===== src/logic/lane_align_defines.vh =====
// Constants for the lane receive alignment and status block
// Behaviour
// [RL1] Idle mode selects PHY or inferred entry
// [RL2] Four lane route selectors reset to identity
// [RL3] Realign every ordered set, or after error
// [RL4] Mask training sets in L1/L23 when set
// [RL5] Recovery lock from LTSSM or PHY idle
// [RL6] Low-latency deskew fix enabled by bit
// [RL7] Per-lane hand-off buffer error flags 0-15
// [RL8] Per-lane deskew buffer error flags 16-31
// [RL9] Per-lane decode error flags bits 0-15
// [RL10] Per-lane disparity error flags bits 16-31
// [RL11] Read-only lane reversal status bit 2
// [RL12] Insert bits 16-21 corrupt lanes 0-5
// [RL13] Insert bits 22-31 corrupt lanes 6-15
// [RL14] Flags sticky; one symbol per insert arm
`ifndef LANE_ALIGN_DEFINES_VH
`define LANE_ALIGN_DEFINES_VH

// Register indexes; byte address is four times the index
`define IDX_PHY_CTRL        10'h040
`define IDX_BUF_FLAGS       10'h041
`define IDX_DEC_FLAGS       10'h042
`define IDX_DEBUG_INJECT    10'h043

// Control register fields and reset
`define CTRL_RESET          32'h32E4_0000
`define CTRL_WRITE_MASK     32'hFFFF_C000
`define IDLE_SEL_MSB        15
`define IDLE_SEL_LSB        14
`define ROUTE_LSB           16
`define GATING_MSB          27
`define GATING_LSB          24
`define REALIGN_BIT         28
`define MASK_TS_BIT         29
`define LOCK_SRC_BIT        30
`define LL_FIX_BIT          31

// Debug and inject register fields
`define REVERSAL_BIT        2
`define HW_DEBUG_MSB        15
`define HW_DEBUG_LSB        4
`define INSERT_LSB          16
`define DEBUG_WRITE_MASK    32'hFFFF_FFF0

// Idle detect modes
`define IDLE_MODE_MIXED     2'h0
`define IDLE_MODE_INFER     2'h1
`define IDLE_MODE_PHY       2'h2

// Invalid ten-bit symbol used for error insertion
`define INVALID_SYMBOL      10'b0001111001

// AXI responses
`define RESP_OKAY           2'h0
`define RESP_SLVERR         2'h2

`endif


===== src/logic/pcie_lane_rx_align_status.v =====
// Lane receive alignment, error bookkeeping and error insertion with AXI4-Lite registers
//
// The AXI4-Lite register port was decided locally.
`timescale 1ns/1ps
`include "lane_align_defines.vh"

module lane_stream_fifo #(
	parameter WIDTH = 32,
	parameter DEPTH = 8,
	parameter AW    = 3
) (
	// Clock and reset
	input  wire             aclk,
	input  wire             aresetn,
	// Fill side
	input  wire [WIDTH-1:0] in_data,
	input  wire             in_valid,
	output wire             in_ready,
	// Drain side
	output wire [WIDTH-1:0] out_data,
	output wire             out_valid,
	input  wire             out_ready
);
	reg  [WIDTH-1:0] mem_r [0:DEPTH-1];
	reg  [AW-1:0]    wr_ptr_r;
	reg  [AW-1:0]    rd_ptr_r;
	reg  [AW:0]      count_r;
	wire             push;
	wire             pop;

	assign in_ready  = (count_r != DEPTH[AW:0]);
	assign out_valid = (count_r != {(AW+1){1'b0}});
	assign out_data  = mem_r[rd_ptr_r];
	assign push      = in_valid & in_ready;
	assign pop       = out_valid & out_ready;

	always @(posedge aclk) begin
		if (!aresetn) begin
			wr_ptr_r <= {AW{1'b0}};
			rd_ptr_r <= {AW{1'b0}};
			count_r  <= {(AW+1){1'b0}};
		end else begin
			if (push) begin
				wr_ptr_r <= (wr_ptr_r == DEPTH[AW-1:0] - 1'b1) ? {AW{1'b0}} : wr_ptr_r + 1'b1;
			end
			if (pop) begin
				rd_ptr_r <= (rd_ptr_r == DEPTH[AW-1:0] - 1'b1) ? {AW{1'b0}} : rd_ptr_r + 1'b1;
			end
			if (push && !pop) begin
				count_r <= count_r + 1'b1;
			end else if (pop && !push) begin
				count_r <= count_r - 1'b1;
			end
		end
	end

	// Storage needs no reset; only the pointers and count define what is valid
	always @(posedge aclk) begin
		if (push) begin
			mem_r[wr_ptr_r] <= in_data;
		end
	end
endmodule // lane_stream_fifo

module pcie_lane_rx_align_status (
	// Clock and reset
	input  wire          aclk,
	input  wire          aresetn,
	// AXI4-Lite write address and data
	input  wire [11:0]   s_axi_awaddr,
	input  wire          s_axi_awvalid,
	output wire          s_axi_awready,
	input  wire [31:0]   s_axi_wdata,
	input  wire [3:0]    s_axi_wstrb,
	input  wire          s_axi_wvalid,
	output wire          s_axi_wready,
	// AXI4-Lite write response
	output wire [1:0]    s_axi_bresp,
	output wire          s_axi_bvalid,
	input  wire          s_axi_bready,
	// AXI4-Lite read
	input  wire [11:0]   s_axi_araddr,
	input  wire          s_axi_arvalid,
	output wire          s_axi_arready,
	output wire [31:0]   s_axi_rdata,
	output wire [1:0]    s_axi_rresp,
	output wire          s_axi_rvalid,
	input  wire          s_axi_rready,
	// Electrical idle handling
	input  wire          link_gen2,
	input  wire          phy_idle_entry,
	input  wire          inferred_idle_entry,
	input  wire          phy_idle_exit,
	output wire          idle_entry,
	output wire          idle_exit,
	// Receive lane stream through the crossbar
	input  wire [31:0]   rx_lane_data,
	input  wire          rx_lane_valid,
	output wire          rx_lane_ready,
	output wire [31:0]   rx_route_data,
	output wire          rx_route_valid,
	input  wire          rx_route_ready,
	output wire [3:0]    rx_enable_gating,
	// Lane deskew
	input  wire          ts_detect,
	input  wire          skp_detect,
	input  wire          deskew_error,
	input  wire          link_in_low_power,
	input  wire          low_latency_mode1,
	output wire          deskew_realign,
	output wire          deskew_fix_active,
	// Clock recovery lock
	input  wire          ltssm_lock_enable,
	input  wire          phy_rx_idle_async,
	output wire          recovery_lock_enable,
	// Per-lane error events and reversal status
	input  wire [15:0]   handoff_buf_err_lane,
	input  wire [15:0]   deskew_buf_err_lane,
	input  wire [15:0]   decode_err_lane,
	input  wire [15:0]   disparity_err_lane,
	input  wire          lane_reversed,
	// Transmit symbols with error insertion
	input  wire          tx_symbol_strobe,
	input  wire [159:0]  tx_symbol_in,
	output wire [159:0]  tx_symbol_out
);
	localparam SEL_NONE  = 3'd0;
	localparam SEL_CTRL  = 3'd1;
	localparam SEL_BUF   = 3'd2;
	localparam SEL_DEC   = 3'd3;
	localparam SEL_DEBUG = 3'd4;

	function [2:0] reg_decode;
		input [11:0] addr;
		begin
			if (addr[11:2] == `IDX_PHY_CTRL) begin
				reg_decode = SEL_CTRL;
			end else if (addr[11:2] == `IDX_BUF_FLAGS) begin
				reg_decode = SEL_BUF;
			end else if (addr[11:2] == `IDX_DEC_FLAGS) begin
				reg_decode = SEL_DEC;
			end else if (addr[11:2] == `IDX_DEBUG_INJECT) begin
				reg_decode = SEL_DEBUG;
			end else begin
				reg_decode = SEL_NONE;
			end
		end
	endfunction

	// Registers
	reg  [31:0]  ctrl_r;
	reg  [31:0]  buf_flags_r;
	reg  [31:0]  dec_flags_r;
	reg  [11:0]  hw_debug_field_r;
	reg  [15:0]  insert_arm_r;
	reg  [15:0]  insert_arm_nxt;
	reg  [159:0] tx_symbol_r;
	// Bus state
	reg  [11:0]  awaddr_r;
	reg          aw_got_r;
	reg  [31:0]  wdata_r;
	reg  [3:0]   wstrb_r;
	reg          w_got_r;
	reg          bvalid_r;
	reg  [1:0]   bresp_r;
	reg          rvalid_r;
	reg  [1:0]   rresp_r;
	reg  [31:0]  rdata_r;
	reg  [31:0]  rdata_nxt;
	// Block outputs
	reg          idle_entry_r;
	reg          idle_entry_nxt;
	reg          idle_exit_r;
	reg          realign_r;
	reg          err_pending_r;
	reg          fix_active_r;
	reg          lock_enable_r;

	wire         do_write;
	wire [2:0]   wr_sel;
	wire [2:0]   rd_sel;
	wire [31:0]  wmask;
	wire [31:0]  wbits;
	wire [31:0]  ctrl_wmask;
	wire [31:0]  debug_wmask;
	wire [15:0]  insert_fire;
	wire [159:0] tx_symbol_nxt;
	wire [31:0]  routed_data;
	wire         ts_effective;
	wire         ordered_set;
	wire [1:0]   idle_sel;

	// AXI4-Lite slave: address and data are taken in either order
	assign s_axi_awready = ~aw_got_r;
	assign s_axi_wready  = ~w_got_r;
	assign s_axi_bvalid  = bvalid_r;
	assign s_axi_bresp   = bresp_r;
	assign s_axi_arready = ~rvalid_r;
	assign s_axi_rvalid  = rvalid_r;
	assign s_axi_rresp   = rresp_r;
	assign s_axi_rdata   = rdata_r;

	assign do_write    = aw_got_r & w_got_r & ~bvalid_r;
	assign wr_sel      = reg_decode(awaddr_r);
	assign rd_sel      = reg_decode(s_axi_araddr);
	assign wmask       = {{8{wstrb_r[3]}}, {8{wstrb_r[2]}}, {8{wstrb_r[1]}}, {8{wstrb_r[0]}}};
	assign wbits       = wdata_r & wmask;
	assign ctrl_wmask  = wmask & `CTRL_WRITE_MASK;
	assign debug_wmask = wmask & `DEBUG_WRITE_MASK;

	always @(posedge aclk) begin
		if (!aresetn) begin
			awaddr_r <= 12'h000;
			aw_got_r <= 1'b0;
			wdata_r  <= 32'h0000_0000;
			wstrb_r  <= 4'h0;
			w_got_r  <= 1'b0;
			bvalid_r <= 1'b0;
			bresp_r  <= `RESP_OKAY;
			rvalid_r <= 1'b0;
			rresp_r  <= `RESP_OKAY;
			rdata_r  <= 32'h0000_0000;
		end else begin
			if (s_axi_awvalid && !aw_got_r) begin
				awaddr_r <= s_axi_awaddr;
				aw_got_r <= 1'b1;
			end else if (do_write) begin
				aw_got_r <= 1'b0;
			end
			if (s_axi_wvalid && !w_got_r) begin
				wdata_r <= s_axi_wdata;
				wstrb_r <= s_axi_wstrb;
				w_got_r <= 1'b1;
			end else if (do_write) begin
				w_got_r <= 1'b0;
			end
			if (do_write) begin
				bvalid_r <= 1'b1;
				bresp_r  <= (wr_sel == SEL_NONE) ? `RESP_SLVERR : `RESP_OKAY;
			end else if (s_axi_bready) begin
				bvalid_r <= 1'b0;
			end
			if (s_axi_arvalid && !rvalid_r) begin
				rvalid_r <= 1'b1;
				rresp_r  <= (rd_sel == SEL_NONE) ? `RESP_SLVERR : `RESP_OKAY;
				rdata_r  <= rdata_nxt;
			end else if (s_axi_rready) begin
				rvalid_r <= 1'b0;
			end
		end
	end

	always @* begin
		if (rd_sel == SEL_CTRL) begin
			rdata_nxt = ctrl_r;
		end else if (rd_sel == SEL_BUF) begin
			rdata_nxt = buf_flags_r;
		end else if (rd_sel == SEL_DEC) begin
			rdata_nxt = dec_flags_r;
		end else if (rd_sel == SEL_DEBUG) begin
			rdata_nxt = {insert_arm_r, hw_debug_field_r, 1'b0, lane_reversed, 2'b00}; // see [RL11]
		end else begin
			rdata_nxt = 32'h0000_0000;
		end
	end

	// Control, sticky flags and debug field
	always @(posedge aclk) begin
		if (!aresetn) begin
			ctrl_r           <= `CTRL_RESET; // see [RL2]
			buf_flags_r      <= 32'h0000_0000;
			dec_flags_r      <= 32'h0000_0000;
			hw_debug_field_r <= 12'h000;
		end else begin
			if (do_write && wr_sel == SEL_CTRL) begin
				ctrl_r <= (ctrl_r & ~ctrl_wmask) | (wdata_r & ctrl_wmask);
			end
			// Write-one-to-clear; a new event in the clearing cycle still sets the bit
			buf_flags_r <= (buf_flags_r & ~((do_write && wr_sel == SEL_BUF) ? wbits : 32'h0000_0000))
				| {deskew_buf_err_lane, handoff_buf_err_lane}; // see [RL7] [RL8] [RL14]
			dec_flags_r <= (dec_flags_r & ~((do_write && wr_sel == SEL_DEC) ? wbits : 32'h0000_0000))
				| {disparity_err_lane, decode_err_lane}; // see [RL9] [RL10] [RL14]
			if (do_write && wr_sel == SEL_DEBUG) begin
				hw_debug_field_r <= (hw_debug_field_r & ~debug_wmask[`HW_DEBUG_MSB:`HW_DEBUG_LSB])
					| (wdata_r[`HW_DEBUG_MSB:`HW_DEBUG_LSB] & debug_wmask[`HW_DEBUG_MSB:`HW_DEBUG_LSB]);
			end
		end
	end

	// Error insertion: an armed lane replaces its next symbol, then disarms itself
	assign insert_fire = insert_arm_r & {16{tx_symbol_strobe}};

	always @* begin
		insert_arm_nxt = insert_arm_r & ~insert_fire; // see [RL14]
		if (do_write && wr_sel == SEL_DEBUG) begin
			insert_arm_nxt = (insert_arm_nxt & ~debug_wmask[31:`INSERT_LSB])
				| (wdata_r[31:`INSERT_LSB] & debug_wmask[31:`INSERT_LSB]);
		end
	end

	genvar g;
	generate
		// Lanes only build the next word; one process owns the whole symbol register
		for (g = 0; g < 16; g = g + 1) begin : g_tx_lane
			assign tx_symbol_nxt[g*10 +: 10] = insert_fire[g] ? `INVALID_SYMBOL
				: tx_symbol_in[g*10 +: 10]; // see [RL12] [RL13]
		end
		// Receive crossbar: output byte i takes the lane its selector names
		for (g = 0; g < 4; g = g + 1) begin : g_route
			assign routed_data[g*8 +: 8] =
				rx_lane_data[ctrl_r[`ROUTE_LSB + 2*g +: 2]*8 +: 8]; // see [RL2]
		end
	endgenerate

	assign tx_symbol_out = tx_symbol_r;

	lane_stream_fifo #(
		.WIDTH (32),
		.DEPTH (8),
		.AW    (3)
	) u_route_fifo (
		.aclk      (aclk),
		.aresetn   (aresetn),
		.in_data   (routed_data),
		.in_valid  (rx_lane_valid),
		.in_ready  (rx_lane_ready),
		.out_data  (rx_route_data),
		.out_valid (rx_route_valid),
		.out_ready (rx_route_ready)
	);

	assign rx_enable_gating = ctrl_r[`GATING_MSB:`GATING_LSB];

	// Idle entry source; the reserved code behaves as PHY-driven
	assign idle_sel = ctrl_r[`IDLE_SEL_MSB:`IDLE_SEL_LSB];

	always @* begin
		case (idle_sel)
			`IDLE_MODE_MIXED: idle_entry_nxt = link_gen2 ? inferred_idle_entry : phy_idle_entry;
			`IDLE_MODE_INFER: idle_entry_nxt = inferred_idle_entry;
			default:          idle_entry_nxt = phy_idle_entry;
		endcase
	end

	// Deskew policy
	assign ts_effective = ts_detect & ~(ctrl_r[`MASK_TS_BIT] & link_in_low_power); // see [RL4]
	assign ordered_set  = ts_effective | skp_detect;

	always @(posedge aclk) begin
		if (!aresetn) begin
			idle_entry_r  <= 1'b0;
			idle_exit_r   <= 1'b0;
			realign_r     <= 1'b0;
			err_pending_r <= 1'b0;
			fix_active_r  <= 1'b0;
			lock_enable_r <= 1'b0;
		end else begin
			idle_entry_r  <= idle_entry_nxt; // see [RL1]
			idle_exit_r   <= phy_idle_exit;  // see [RL1]
			realign_r     <= ordered_set & (ctrl_r[`REALIGN_BIT] | err_pending_r); // see [RL3]
			// An error seen with an ordered set in the same cycle waits for the next one
			err_pending_r <= deskew_error | (err_pending_r & ~ordered_set); // see [RL3]
			fix_active_r  <= ctrl_r[`LL_FIX_BIT] & low_latency_mode1; // see [RL6]
			lock_enable_r <= ctrl_r[`LOCK_SRC_BIT] ? ~phy_rx_idle_async : ltssm_lock_enable; // see [RL5]
		end
	end

	always @(posedge aclk) begin
		if (!aresetn) begin
			insert_arm_r <= 16'h0000;
			tx_symbol_r  <= {160{1'b0}};
		end else begin
			insert_arm_r <= insert_arm_nxt;
			tx_symbol_r  <= tx_symbol_nxt;
		end
	end

	assign idle_entry           = idle_entry_r;
	assign idle_exit            = idle_exit_r;
	assign deskew_realign       = realign_r;
	assign deskew_fix_active    = fix_active_r;
	assign recovery_lock_enable = lock_enable_r;
endmodule // pcie_lane_rx_align_status


===== config.mk =====
export PLATFORM = sky130hd
export DESIGN_NAME = pcie_lane_rx_align_status
export DESIGN_NICKNAME = d
export VERILOG_FILES = /design/src/logic/pcie_lane_rx_align_status.v
export VERILOG_INCLUDE_DIRS = /design/src /design/src/logic
export SDC_FILE = /design/constraint.sdc
export NUM_CORES = 1
export LEC_CHECK = 0
export BUFFER_PORTS_ARGS = -buffer_cell sky130_fd_sc_hd__buf_2
export CORE_AREA = 2 2 226 228
export CTS_BUF_LIST = sky130_fd_sc_hd__clkbuf_4 sky130_fd_sc_hd__clkbuf_8 sky130_fd_sc_hd__clkbuf_16
export DETAILED_ROUTE_END_ITERATION = 10
export DIE_AREA = 0 0 228 230
export GPL_TIMING_DRIVEN = 0
export PLACE_DENSITY_LB_ADDON = 0.05
export SYNTH_ARGS = -nofsm -noshare
export SYNTH_HDL_FRONTEND = slang
export SYNTH_SLANG_ARGS = --single-unit
export TNS_END_PERCENT = 1

===== constraint.sdc =====
create_clock -name aclk -period 13.45 [get_ports aclk]
set_input_delay 2.69 -clock aclk [delete_from_list [all_inputs] [get_ports aclk]]
set_output_delay 2.69 -clock aclk [all_outputs]
set_load 0.02 [all_outputs]

* Word-level counts from Yosys, hierarchy flattened
Memories as Yosys holds them, arrays and structs flattened. A register that Yosys moved wholly into a read port is not among the register bits. Cells that the tools add are included. Widths: inputs -> output; s select.
Storage, ports and cells: register bits 388, memory bits (writable) 256, input bits 338, output and inout port bits 244, logic and storage cells 202, memories kept 1
Memory list:
- u_route_fifo.mem_r | depth 8, width 32, read ports 1, clocked after Yosys merged registers in 1, wr ports 1, line pcie_lane_rx_align_status.v:24 | reg [WIDTH-1:0] mem_r [0:DEPTH-1];
Operators by class: $add $sub $neg 4, equality and inequality tests 20, shift operators 4, multiplexer cells 51, bitwise logic cells 42, reduce and logical (&&, ||, !) cells 39
Operators by type and width (number):
- $mux 32 | 6
- $and 32x32->32 | 5
- $shiftx 32x6->8 | 4
- $mux 7 | 16
- $not 32->32 | 3
- $or 32x32->32 | 3
- $eq 10x7->1 const B | 8
- $and 16x16->16 | 4
- $mux 3 | 12
- $not 16->16 | 2
- $reduce_or 2->1 | 16
- $and 12x12->12 | 2
- $mux 16 | 1
- $or 16x16->16 | 1
- $eq 3x2->1 const B | 4
- $eq 3x3->1 const B | 4
- $not 12->12 | 1
- $or 12x12->12 | 1
- $mux 1 | 11
- $reduce_bool 2->1 | 5
- $and 1x1->1 | 9
- $logic_and 1x1->1 | 9
- $mux 4 | 2
- $not 1->1 | 8
- 13 further kinds | 23

* Logic depth before layout (Yosys ltp)
depth in word-level cells 11, gate-level depth with buffers 10, gate-level depth less buffers 10

* Cells and area by module
A second synthesis with hierarchy kept.
Unflattened totals: cells, all modules 1829, area total of the unflattened synthesis 24094.4 µm²
By module, submodules not included:
- pcie_lane_rx_align_status | times used 1, cells each 1384, area each 13651.8 µm², sequential area each 7206.9 µm²
- lane_stream_fifo | times used 1, cells each 445, area each 10442.5 µm², sequential area each 7947.6 µm²

* Worst setup path before layout
No wires, ideal clock.
path kind input -> register, from input port rx_lane_valid, to memory u_route_fifo.mem_r[0][0] (enable), library setup time 501 ps, data arrival time 5916 ps, required time 12949 ps, slack 7033 ps, stages on the path 2, buffers on the path 0, path through nand2_1 -> nor4_1
Between the ends: word-level cells in the longest chain between the ends 3
RTL lines:
- start, declared | line pcie_lane_rx_align_status.v:98 | input wire rx_lane_valid,
- $and 1x1->1 | line pcie_lane_rx_align_status.v:34 | assign push = in_valid & in_ready;
- $mux 1 | line pcie_lane_rx_align_status.v:59 | if (push) begin
- $mux 1 (not written as such) | line pcie_lane_rx_align_status.v:60 | mem_r[wr_ptr_r] <= in_data;
- end, declared | line pcie_lane_rx_align_status.v:24
No other way between the ends.

==> results.toml <==
[clock_tree]
clk_latency_ns = 0.59
cts_sinks = 629
clk_pin_slew_ns = 0.06
hold_buffers = 0
clock_path_buffers = 3
post_cts_resized = 0
post_cts_buffers = 0
cts_root_buf = "clkbuf_16"
htreeDepth = 3
cts_buffers = 67
cts_tree = "done"

[final_layout]
final_cell_mix = "buf_2, dfxtp_1, edfxtp_1, nand2_1, o21ai_0"
area_delta_synth_final_pct = 26.2
layout_commonest_cell = "buf_2"
nFillCells = 4208
fin_nets = 2868
drive_gt1_share_pct = 35.6

[global_routing]
track_usage_pct = 29.8
grt_pass1_vias = 17959
grt_pass1_wl_mm = 115
grt_start_max_net_pins = 20
antenna_found_initial = 26
grt_remaining_overflow = 0

[synth]
yosys.area.top_type = "edfxtp_1"
synthTopCellsByArea = "edfxtp_1, dfxtp_1, mux4_2"
ys_seq_area_share_pct = 62.7
syn_area_um2 = 24200
synth_edf_count = 256
netlist.area_leader.share_pct = 31.8
synth_flop_cell = "dfxtp_1"
yosysUniqueCellTypes = 54
syn-instance-count = 1857
async_reset_ff_share_pct = 0
yosysWarnings = 0
synth.avg_cell_area_um2 = 13.0
ys_seq_elements = 629

[timing]
slew_headroom_pct = 32.8
rsz0062_at_grt = "false"
setup_viol_count_final = 0
slew_violations = 0
tightest_slew_ns = 1.00
fmax_mhz = 177
finalHoldViolCount = 0
fin_skew_ns = 0.0139
setup-tns-final_ns = 0
period_share_pct = 42.1
fin_crit_ns = 5.66

[min_path]
min_path_type = "reg -> reg"

[place]
gp_congestion = 0.951
port_buffers = 573
post-dp-hpwl_mm = 60.1

[worst_setup_path]
path_max_fanout = 10
end_kind = "output port"
crit_top_cell = "buf_2"
path_delay_family = "buffers and inverters"
required_ns = 10.76
crit_chain = "clkbuf_1 -> buf_2 -> mux4_2 -> mux2_2 -> buf_2"
start_kind = "flop"
slowest_delay_ns = 0.57
critPathBufInv = 3
critPathKind = "reg -> out"
critical_path.slowest_cell = "mux4_2"
arrival_ns = 2.97

[route]
drt_iter0_drc = 1482
via_per_inst = 5.51
drc_errors = 0
totalWireLength_mm = 78.9
drtPass1Iterations = 5
ant_nets = 0
routedWlPerCell_um = 24.2
vias = 17927

[die]
fp.dieArea_um2 = 52400
die_y_um = 230
rows = 82
coreArea_um2 = 49900
initial_core_util_pct = 48.5
ios = 582
die_w_um = 228

[status]
status = "finished clean"

[pwr]
vdd_ir_drop_max_mv = 0.0983
powerDensity_nw_per_um2 = 157
p_leak_nw = 12.4
p_total_w = 0.00478

[job]
drv_cap = 0
sequential cells by signal, summed over array words and instances, names as in the netlist, 3 cells and up, named ones only:
register	flops
u_route_fifo.wr_ptr_r	3
s_axi_rdata	32
awaddr_r	10
u_route_fifo.rd_ptr_r	3
wdata_r	32
wstrb_r	4
buf_flags_r	32
dec_flags_r	32
tx_symbol_out	160
insert_arm_r	16
u_route_fifo.count_r	4
u_route_fifo.mem_r	256
routing by layer:
metal | share of wire, % | vias to the layer above | GRT usage [%]
met5 | 0.20 | - | 0
met4 | 2.9 | 24 | 10.2
met3 | 7.4 | 146 | 6.76
met2 | 49 | 680 | 49.5
met1 | 40 | 8873 | 38.8
li1 | - | 8204 | -
stage by stage:
step                hold WS, ns  setup slack (ns)  util [%]  cells  cell area [um2]
CTS                       0.458              7.69      61.2   3245            30500
global route              0.488              7.60      61.2   3248            30500
detailed placement        0.443              8.34      56.6   3125            28200
global placement          0.434              3.78      55.9   3103            27900
floorplan                 0.431              7.03         -   1858            24200
finish                    0.458              7.79      61.2   3256            30500
cells in the mapped netlist, types with 10 or more instances:
master / instances
a22o_1: 17
nand2_1: 184
edfxtp_1: 256
clkbuf_1: 86
and2_1: 21
nand3_1: 42
o41ai_1: 11
a21boi_1: 16
mux2i_1: 22
nor3_1: 10
dfxtp_1: 373
a22oi_1: 20
mux4_2: 97
o21ai_0: 115
a21boi_0: 59
nor2b_1: 25
inv_1: 72
a31oi_1: 63
a21oi_1: 31
nor2_1: 38
buf_2: 12
and3_1: 82
mux2_2: 49
o21a_1: 80
final timing paths:
path | from | to | slack, ns | cells after the start
min reg2reg | s_axi_rdata[0]$_SDFFE_PN0P_ | s_axi_rdata[0]$_SDFFE_PN0P_ | 0.46 | 2
max | flop | rx_route_data[5] | 7.79 | 5
max reg2reg | u_route_fifo.count_r[0]$_SDFFE_PN0P_ | u_route_fifo.count_r[3]$_SDFFE_PN0P_ | 10.44 | 10
min | s_axi_rdata[0]$_SDFFE_PN0P_ | s_axi_rdata[0]$_SDFFE_PN0P_ | 0.46 | 2
kinds of logic after synthesis:
logic type,synth area share [%]
and+or+nand+nor,10.0
buffers and inverters,3.34
other,0.0155
AOI/OAI and AO/OA,11.2
xor gates and xnor gates,0.0724
adders and majority gates,0.445
DFF,62.7
muxes,12.2
area by class of cell:
| class | instances | area, um2 | share of cell area (%) |
|---|---|---|---|
| Clock inverter | 20 | 230 | 0.754 |
| Tap cell | 672 | 841 | 2.75 |
| Buffer | 116 | 538 | 1.76 |
| Sequential cell | 629 | 15200 | 49.6 |
| Multi-Input combinational cell | 1041 | 8270 | 27.1 |
| Inverter | 72 | 270 | 0.885 |
| Antenna cell | 11 | 27.5 | 0.0902 |
| Clock buffer | 100 | 2050 | 6.72 |
| Timing Repair Buffer | 595 | 3150 | 10.3 |
where the power goes:
part	internal, W	switching, W	total [W]
Combinational	0.000321	0.000428	0.000749
Sequential	0.00209	0.0000475	0.00214
Clock	0.00115	0.000741	0.00189
Total	0.00356	0.00122	0.00478
worst reg2reg max path, stage by stage (launching register included):
cell and delay (ns):
dfxtp_1 0.37, or4b_2 0.71, nand2_1 0.33, inv_1 0.16
ha_1 0.24, inv_1 0.14, ha_1 0.29, a21oi_1 0.19
a211oi_1 0.10, a31oi_1 0.21, mux2i_1 0.21
Note: power is estimated with default switching activity, not from simulation.
